--- src/dma_ack_pkg.sv ---
// Shared constants, types and register map of the DMA acknowledge adapter.
// Notes on behaviour
// RULE1 - Handshake host answers each request with acknowledge plus read or write.
// RULE2 - Request-only host accesses the generator port with address, select, command.
// RULE3 - Generator port access makes the block drive the chip acknowledge itself.
// RULE4 - Small-drive DMA mode stretches generated acknowledge to 510 ns using wait.
// RULE5 - Acknowledge source selectable: host line or generator; generator is default.
// RULE6 - Host acknowledge forwarded directly or, by default, gated by read/write strobe.
// RULE7 - Unqualified host acknowledge must stay true 510 ns and be glitch free.
// RULE8 - Host ignoring wait must hold read and write commands for 510 ns.
// RULE9 - Host waits while wait is low; option disconnects wait, enabled by default.
// RULE10 - Terminate output derives from controller interrupt to end DMA transfers.
// RULE11 - Host heeds terminate only during DMA transfers.
// RULE12 - Mask gates terminate: always on, off, latch-driven or option-line-driven.
// RULE13 - Mask source latch0, latch1, option0, option1, always or off; latch1 default.
// RULE14 - Mask set to disabled holds terminate inactive whatever the interrupt.
package dma_ack_pkg;

    // ------------------------------------------------------------------
    // Register map, byte addresses on the AHB-Lite bus.
    // ------------------------------------------------------------------
    localparam logic [7:0] CTRL_OFF = 8'h00;
    localparam logic [7:0] STAT_OFF = 8'h04;
    localparam logic [7:0] ISTAT_OFF = 8'h08;
    localparam logic [7:0] IMASK_OFF = 8'h0C;

    // ------------------------------------------------------------------
    // Timing of the stretched acknowledge.
    // ------------------------------------------------------------------
    localparam int ACK_MIN_NS = 510;
    localparam int CLK_PERIOD_PS = 25000;
    localparam int ACK_CYC_INT = (ACK_MIN_NS * 1000 + CLK_PERIOD_PS - 1)
                                 / CLK_PERIOD_PS;
    localparam int CNT_W = 5;
    localparam logic [CNT_W-1:0] ACK_CYC = CNT_W'(ACK_CYC_INT);
    localparam logic [CNT_W-1:0] CNT_ZERO = 5'h00;
    localparam logic [CNT_W-1:0] CNT_ONE = 5'h01;

    // ------------------------------------------------------------------
    // Terminate mask sources and control word.
    // ------------------------------------------------------------------
    typedef enum logic [2:0] {
        MASK_ALWAYS,
        MASK_LATCH0,
        MASK_LATCH1,
        MASK_OPT0,
        MASK_OPT1,
        MASK_OFF
    } mask_sel_t;

    typedef struct packed {
        logic ack_from_host;
        logic qualify_ack;
        logic wait_enable;
        logic drive_525;
        logic dma_mode;
        mask_sel_t mask_sel;
        logic latch0;
        logic latch1;
    } ctrl_t;

    localparam int CTRL_W = $bits(ctrl_t);
    localparam ctrl_t CTRL_RST = '{
        ack_from_host: 1'b0,
        qualify_ack: 1'b1,
        wait_enable: 1'b1,
        drive_525: 1'b1,
        dma_mode: 1'b0,
        mask_sel: MASK_LATCH1,
        latch0: 1'b0,
        latch1: 1'b0
    };

    // ------------------------------------------------------------------
    // Interrupt status bits and pin group.
    // ------------------------------------------------------------------
    localparam int INT_W = 2;
    localparam int INT_ACK_DONE = 0;
    localparam int INT_TERM = 1;
    localparam int STAT_W = 4;

    typedef struct packed {
        logic host_dma_ack;
        logic io_read_strobe;
        logic io_write_strobe;
        logic gen_port_sel;
        logic option0;
        logic option1;
        logic fdc_int;
    } pins_t;

endpackage

--- src/pin_sync.sv ---
// Two-stage synchroniser for the asynchronous pin group.
`timescale 1ns/1ps
module pin_sync
(
    input wire logic ref_clk,
    input wire logic rst,
    input wire dma_ack_pkg::pins_t pins_raw,
    output dma_ack_pkg::pins_t pins_sync
);
    import dma_ack_pkg::*;

    localparam int PW = $bits(pins_t);

    typedef struct packed {
        logic [PW-1:0] meta;
        logic [PW-1:0] stable;
    } sync_state_t;

    sync_state_t s_q;
    sync_state_t s_d;

    // -------------------------------------------------------------
    // Per-bit stages; the first stage feeds only the second.
    // -------------------------------------------------------------
    genvar i;
    generate
        for (i = 0; i < PW; i++)
        begin : g_bit
            always_comb
            begin
                s_d.meta[i] = pins_raw[i];
                s_d.stable[i] = s_q.meta[i];
            end
        end
    endgenerate

    // Registers the two stages.
    always_ff @(posedge ref_clk or posedge rst)
    begin
        if (rst)
        begin
            s_q <= '0;
        end
        else
        begin
            s_q <= s_d;
        end
    end

    assign pins_sync = pins_t'(s_q.stable);
endmodule

--- src/ack_pulse_gen.sv ---
// On-board acknowledge generator with minimum pulse stretching.
`timescale 1ns/1ps
module ack_pulse_gen
(
    input wire logic ref_clk,
    input wire logic rst,
    input wire logic access,
    input wire logic stretch,
    output logic ack,
    output logic wait_req,
    output logic done
);
    import dma_ack_pkg::*;

    typedef struct packed {
        logic active;
        logic [CNT_W-1:0] cnt;
        logic done;
    } gen_state_t;

    gen_state_t s_q;
    gen_state_t s_d;

    // -------------------------------------------------------------
    // Pulse control.
    // -------------------------------------------------------------
    // The pulse starts on a port access and ends once the access is
    // gone; when stretching, not before the minimum count has run.
    always_comb
    begin
        s_d = s_q;
        s_d.done = 1'b0;
        if (!s_q.active)
        begin
            if (access)
            begin
                s_d.active = 1'b1; // RULE3
                s_d.cnt = ACK_CYC - CNT_ONE;
            end
        end
        else
        begin
            if (s_q.cnt != CNT_ZERO)
            begin
                s_d.cnt = s_q.cnt - CNT_ONE;
            end
            if (!access && (!stretch || s_q.cnt == CNT_ZERO))
            begin
                s_d.active = 1'b0;
                s_d.done = 1'b1;
            end
        end
    end

    // Registers the generator state.
    always_ff @(posedge ref_clk or posedge rst)
    begin
        if (rst)
        begin
            s_q <= '0;
        end
        else
        begin
            s_q <= s_d;
        end
    end

    // When stretching, wait is held while the minimum width has not yet elapsed.
    assign ack = s_q.active;
    assign wait_req = s_q.active && stretch && (s_q.cnt != CNT_ZERO); // RULE4
    assign done = s_q.done;
endmodule

--- src/dma_ack_wait_terminate.sv ---
// Top of the DMA acknowledge, wait and terminate adapter with AHB-Lite regs.
//
// Decided for this implementation: the AHB-Lite slave port and the placing of the registers.
`timescale 1ns/1ps
module dma_ack_wait_terminate
(
    input wire logic ref_clk,
    input wire logic rst,
    input wire logic hsel,
    input wire logic [31:0] haddr,
    input wire logic [1:0] htrans,
    input wire logic hwrite,
    input wire logic [2:0] hsize,
    input wire logic [31:0] hwdata,
    input wire logic hready,
    output logic hreadyout,
    output logic hresp,
    output logic [31:0] hrdata,
    input wire dma_ack_pkg::pins_t pins_raw,
    output logic fdc_dma_ack,
    output logic bus_wait_n,
    output logic bus_wait_oe_n,
    output logic dma_terminate,
    output logic bus_interrupt_1,
    output logic irq
);
    import dma_ack_pkg::*;

    // ------------------------------------------------------------------
    // State of the block.
    // ------------------------------------------------------------------
    typedef struct packed {
        ctrl_t ctrl;
        logic [INT_W-1:0] int_stat;
        logic [INT_W-1:0] int_mask;
        logic wr_pend;
        logic [7:0] wr_addr;
        logic [31:0] rdata;
        logic fdc_ack;
        logic wait_n;
        logic wait_oe_n;
        logic term;
        logic bus_int;
        logic irq;
    } top_state_t;

    localparam top_state_t TOP_RST = '{
        ctrl: CTRL_RST,
        int_stat: '0,
        int_mask: '0,
        wr_pend: 1'b0,
        wr_addr: 8'h00,
        rdata: 32'h00000000,
        fdc_ack: 1'b0,
        wait_n: 1'b1,
        wait_oe_n: 1'b1,
        term: 1'b0,
        bus_int: 1'b0,
        irq: 1'b0
    };

    top_state_t s_q;
    top_state_t s_d;

    pins_t pins;
    logic gen_ack;
    logic gen_wait;
    logic gen_done;
    logic strobe;
    logic gen_access;
    logic stretch;

    // ------------------------------------------------------------------
    // Pin synchronisation and acknowledge generator.
    // ------------------------------------------------------------------
    pin_sync u_sync
    (
        .ref_clk(ref_clk),
        .rst(rst),
        .pins_raw(pins_raw),
        .pins_sync(pins)
    );

    // Either command strobe marks a bus cycle in progress.
    assign strobe = pins.io_read_strobe | pins.io_write_strobe;

    // The generator only runs when it is the selected source, so a
    // stray select during host-acknowledge mode raises no wait.
    assign gen_access = pins.gen_port_sel && strobe
                        && !s_q.ctrl.ack_from_host; // RULE3
    assign stretch = s_q.ctrl.dma_mode && s_q.ctrl.drive_525; // RULE4

    ack_pulse_gen u_gen
    (
        .ref_clk(ref_clk),
        .rst(rst),
        .access(gen_access),
        .stretch(stretch),
        .ack(gen_ack),
        .wait_req(gen_wait),
        .done(gen_done)
    );

    // ------------------------------------------------------------------
    // Next-state logic.
    // ------------------------------------------------------------------
    // One process covers the signal path, the event flags and the bus
    // slave, so that a read issued right after a write sees the new value.
    always_comb
    begin
        logic host_path;
        logic mask_en;
        logic acc;
        logic [INT_W-1:0] ev;
        logic [7:0] raddr;
        s_d = s_q;
        host_path = 1'b0;
        mask_en = 1'b0;
        acc = 1'b0;
        ev = '0;
        raddr = haddr[7:0];

        // Host acknowledge is gated by a command strobe unless the
        // host guarantees a clean, long enough acknowledge itself.
        if (s_q.ctrl.qualify_ack)
        begin
            host_path = pins.host_dma_ack && strobe; // RULE6
        end
        else
        begin
            host_path = pins.host_dma_ack; // RULE6 RULE7
        end

        // Source selection for the chip acknowledge.
        if (s_q.ctrl.ack_from_host)
        begin
            s_d.fdc_ack = host_path; // RULE5 RULE1
        end
        else
        begin
            s_d.fdc_ack = gen_ack; // RULE5 RULE2
        end

        // Wait is active low; when disconnected the pin is released and
        // idles high so a floating line never looks like a wait.
        s_d.wait_oe_n = !s_q.ctrl.wait_enable; // RULE9
        s_d.wait_n = !(gen_wait && s_q.ctrl.wait_enable); // RULE9 RULE4

        // Terminate mask source; unknown codes fall back to disabled.
        case (s_q.ctrl.mask_sel)
            MASK_ALWAYS: mask_en = 1'b1; // RULE13
            MASK_LATCH0: mask_en = s_q.ctrl.latch0; // RULE12
            MASK_LATCH1: mask_en = s_q.ctrl.latch1; // RULE13
            MASK_OPT0: mask_en = pins.option0; // RULE12
            MASK_OPT1: mask_en = pins.option1; // RULE12
            MASK_OFF: mask_en = 1'b0; // RULE14
            default: mask_en = 1'b0;
        endcase

        // Terminate follows the chip interrupt, so it can also move on
        // events such as ready changes; the host must filter those.
        s_d.bus_int = pins.fdc_int;
        s_d.term = pins.fdc_int && mask_en; // RULE10 RULE11

        // Events for the sticky status bits.
        ev[INT_ACK_DONE] = gen_done;
        ev[INT_TERM] = s_d.term && !s_q.term;

        // Data phase of a write accepted in the previous cycle.
        if (s_q.wr_pend)
        begin
            case (s_q.wr_addr)
                CTRL_OFF: s_d.ctrl = ctrl_t'(hwdata[CTRL_W-1:0]);
                ISTAT_OFF: s_d.int_stat = s_q.int_stat & ~hwdata[INT_W-1:0];
                IMASK_OFF: s_d.int_mask = hwdata[INT_W-1:0];
                default: s_d.wr_pend = 1'b0;
            endcase
        end

        // Setting after clearing lets a same-cycle event win.
        s_d.int_stat = s_d.int_stat | ev;
        s_d.irq = |(s_d.int_stat & s_d.int_mask);

        // Address phase: latch writes, prepare read data at once.
        acc = hsel && htrans[1] && hready;
        s_d.wr_pend = acc && hwrite;
        s_d.wr_addr = haddr[7:0];
        if (acc && !hwrite)
        begin
            case (raddr)
                CTRL_OFF:
                    s_d.rdata = {{(32-CTRL_W){1'b0}}, s_d.ctrl};
                STAT_OFF:
                    s_d.rdata = {{(32-STAT_W){1'b0}}, s_q.fdc_ack,
                                 !s_q.wait_n, s_q.term, s_q.bus_int};
                ISTAT_OFF:
                    s_d.rdata = {{(32-INT_W){1'b0}}, s_d.int_stat};
                IMASK_OFF:
                    s_d.rdata = {{(32-INT_W){1'b0}}, s_d.int_mask};
                default:
                    s_d.rdata = 32'h00000000;
            endcase
        end
    end

    // ------------------------------------------------------------------
    // State register.
    // ------------------------------------------------------------------
    always_ff @(posedge ref_clk or posedge rst)
    begin
        if (rst)
        begin
            s_q <= TOP_RST;
        end
        else
        begin
            s_q <= s_d;
        end
    end

    // ------------------------------------------------------------------
    // Outputs.
    // ------------------------------------------------------------------
    // The slave never stalls and never errors; hsize is not checked
    // because only whole-word transfers are expected.
    assign hreadyout = 1'b1;
    assign hresp = 1'b0;
    assign hrdata = s_q.rdata;
    assign fdc_dma_ack = s_q.fdc_ack;
    assign bus_wait_n = s_q.wait_n;
    assign bus_wait_oe_n = s_q.wait_oe_n;
    assign dma_terminate = s_q.term;
    assign bus_interrupt_1 = s_q.bus_int;
    assign irq = s_q.irq;
endmodule

--- config.mk ---
export PLATFORM = sky130hd
export DESIGN_NAME = dma_ack_wait_terminate
export DESIGN_NICKNAME = d
export VERILOG_FILES = /design/src/dma_ack_pkg.sv /design/src/pin_sync.sv /design/src/ack_pulse_gen.sv /design/src/dma_ack_wait_terminate.sv
export SDC_FILE = /design/constraint.sdc
export NUM_CORES = 1
export LEC_CHECK = 0
export ABC_CLOCK_PERIOD_IN_PS = 4600
export BUFFER_PORTS_ARGS = -buffer_cell sky130_fd_sc_hd__buf_2
export CAP_MARGIN = 20
export CORE_AREA = 2 2 54 107
export CTS_CLUSTER_SIZE = 28
export DETAILED_ROUTE_END_ITERATION = 16
export DIE_AREA = 0 0 56 109
export PLACE_DENSITY = 0.82
export SETUP_SLACK_MARGIN = 0.3
export SLEW_MARGIN = 30
export SYNTH_ARGS = -nofsm -noshare
export SYNTH_HDL_FRONTEND = slang
export SYNTH_SLANG_ARGS = --single-unit
--- constraint.sdc ---
create_clock -name ref_clk -period 4.6 [get_ports ref_clk]
set_input_delay 0 -clock ref_clk [delete_from_list [all_inputs] [get_ports ref_clk]]
set_output_delay 0 -clock ref_clk [all_outputs]
set_load 0.05 [all_outputs]
==> out/metrics.csv <==
metric,value,unit
status,"complete, no violations",
layoutNonFillerInstCount,339,
async_flop_share,1.00,
dieArea,0.00610,mm2
synth_edf_count,0,
coreArea,0.00533,mm2
finalCritPeriodShare,0.433,
most-common-layout-cells,"54 x dfrtp_1, 46 x buf_2, 28 x dlygate4sd3_1, 24 x conb_1",
slowest_stage,and4b_4,
clockRootBuffer,clkbuf_8,
route.detailed.drc,0,
yosysWarnings,0,
regToRegStartpoint,s_q[45],
syn_to_final_growth,22.4,%
die_h,109,um
cp-startpoint,s_q[45],
die_width,56,um
viasPerCell,4.94,
cp-start-kind,register,
grt_pass1_vias,1752,
avgRoutedWirePerCell,14.1,um
firstDrtPassIters,4,
cp.arrival,2.21,ns
max-vdd-ir-drop,0.000233,V
insertedDiodeCount,0,
ant_nets,0,
synthFlopType,dfrtp_1,
fin_nets,357,
min_from,hready,
crit_type,reg2reg,
layout-drive-gt1-share,0.297,
dpl.hpwl,3.15,mm
relSlewSlack,0.522,
cts_buffer_depth,2,
syn_area_per_cell,12.3,um2
syn-cell-area,0.00252,mm2
maxSlewViolCount,0,
crit_path_end_kind,register,
ctsResizeCount,0,
min_path_type,in2reg,
cp.required,4.81,ns
clock_skew,0.00635,ns
num_vias,1676,
crit_chain,nor4_4 > and4b_4 > mux2_2 > a32oi_1 > o211ai_1,
ys_seq_area_frac,0.598,
insertion_delay,0.34,ns
rsz0062_at_grt,no,
htree_levels,3,
grt_max_degree,61,
fmax,502,MHz
clkSinkCount,60,
drt-total-wl,4.77,mm
pwr_density_cell,373,mW/mm2
first_iter_violations,56,
max_stage_delay,0.43,ns
grt_overflow,0,
mostFrequentLayoutCell,dfrtp_1,
ys_types,48,
setup_tns,0,ns
clkTransAtPathRegs,0.07,ns
cts_inserted_buffers,9,
place_inst,296,
worst-path-buf-inv,0,
period_needed,1.99,ns
path_delay_family,simple AND/OR/NAND/NOR gates,
antenna_found_initial,0,
grt_use_total,0.177,
fill_cells,449,
synth_seq_cells,60,
holdBufCountCts,28,
num_rows,38,
io_buffers,46,
place_congestion,0.789,
hold_viol,0,
cp_max_fo,11,
p_leak,1.50,nW
initial_core_util,0.474,
setup_violations,0,
synthCells,205,
cap_violations,0,
cts_setup_buffers,0,
cts_tree,built,
tightest_slew,0.717,ns
io_pins,121,
grt_pass1_wl,8.09,mm
[metal layers]
metal  track usage  vias up  routed length [um]
met5             0        -                   0
met3        0.0664       11                 294
met1         0.206      819                1870
met4        0.0918        0                 105
met2         0.285       55                2500
li1              -      791                   -
[synthesized netlist by cell type (all sizes together), types with 2 or more instances]
cell / instances / share of area
and4b: 2 / 0.0094
inv: 10 / 0.015
nand2b: 2 / 0.0050
nand3: 6 / 0.012
a22o: 7 / 0.024
and3: 2 / 0.0050
a32oi: 3 / 0.010
dfrtp: 54 / 0.54
and2: 2 / 0.0050
nand4: 3 / 0.0074
nand2: 10 / 0.015
mux2i: 2 / 0.0079
o21ai: 8 / 0.016
dfstp: 6 / 0.062
buf: 36 / 0.11
a31oi: 2 / 0.0050
nor2b: 4 / 0.0099
conb: 2 / 0.0030
mux2: 10 / 0.048
nor2: 11 / 0.016
nor4: 3 / 0.013
[through the flow]
stage | power [mW] | util | area, um2 | hold slack (ns) | setup WS, ns
floorplan | 0.713 | - | 2610 | 0.0314 | 2.84
global placement | 0.725 | 0.494 | 2630 | 0.107 | 2.64
detailed placement | 0.733 | 0.494 | 2630 | 0.110 | 2.62
CTS | 1.17 | 0.580 | 3090 | 0.202 | 2.59
global route | 1.21 | 0.580 | 3090 | 0.231 | 2.51
finish | 1.15 | 0.580 | 3090 | 0.240 | 2.61
[logic make-up (layout without fill, tap and decap cells)]
kind of cell               count (synthesis)  after routing  synth area share
AOI/OAI and AO/OA                         28             28            0.0803
xor gates and xnor gates                   2              2           0.00694
adders and majority gates                  1              1           0.00496
buffers and inverters                     48            100             0.129
DFF                                       60             60             0.598
muxes                                     12             12            0.0555
other                                      2             24           0.00298
and+or+nand+nor                           52             52             0.122
[report_power, final]
group,internal (mW),switching (mW),leakage (nW)
combinational,0.0546,0.0993,0.687
clock,0.219,0.192,0.0872
sequential,0.562,0.0256,0.727
total,0.836,0.317,1.50
[cell type report]
| class | instances | area (um2) | area share |
|---|---|---|---|
| well taps | 60 | 75.1 | 0.0243 |
| inverters | 10 | 37.5 | 0.0122 |
| repair buffers | 75 | 518 | 0.168 |
| multi-input cells | 119 | 772 | 0.250 |
| clock buffers | 11 | 151 | 0.0490 |
| flip-flops and latches | 60 | 1510 | 0.489 |
| clock inverters | 4 | 25.0 | 0.00810 |
[sequential cells by signal (all words and copies together) (netlist names)]
| register | cells |
|---|---|
| s_q | 23 |
| bus_wait_n | 1 |
| u_gen.s_q | 5 |
| fdc_dma_ack | 1 |
| dma_terminate | 1 |
| hrdata | 10 |
| u_sync.pins_sync | 7 |
| u_sync.s_d | 7 |
| u_gen.ack | 1 |
| bus_interrupt_1 | 1 |
| bus_wait_oe_n | 1 |
| irq | 1 |
| u_gen.done | 1 |
[path summary, 6_finish.rpt]
| kind | end | slack (ns) | cells past startpoint |
|---|---|---|---|
| setup / recovery | hrdata[1] | 2.61 | 5 |
| hold / removal | hrdata[1] | 0.24 | 4 |
| setup reg to reg | hrdata[1] | 2.61 | 5 |
| hold reg to reg | u_sync.pins_sync[2] | 0.35 | 0 |
| max in group asynchronous | u_sync.pins_sync[0] | 3.71 | 4 |
| min in group asynchronous | u_gen.s_q[1] | 0.42 | 4 |
[worst reg2reg max path, delay by kind of cell (launching register included)]
| kind | cells | cell delay, ns |
|---|---|---|
| simple gates | 2 | 0.81 |
| compound gates | 2 | 0.28 |
| flops | 1 | 0.40 |
| mux | 1 | 0.39 |
No activity file was read; power rests on OpenSTA's default activity.
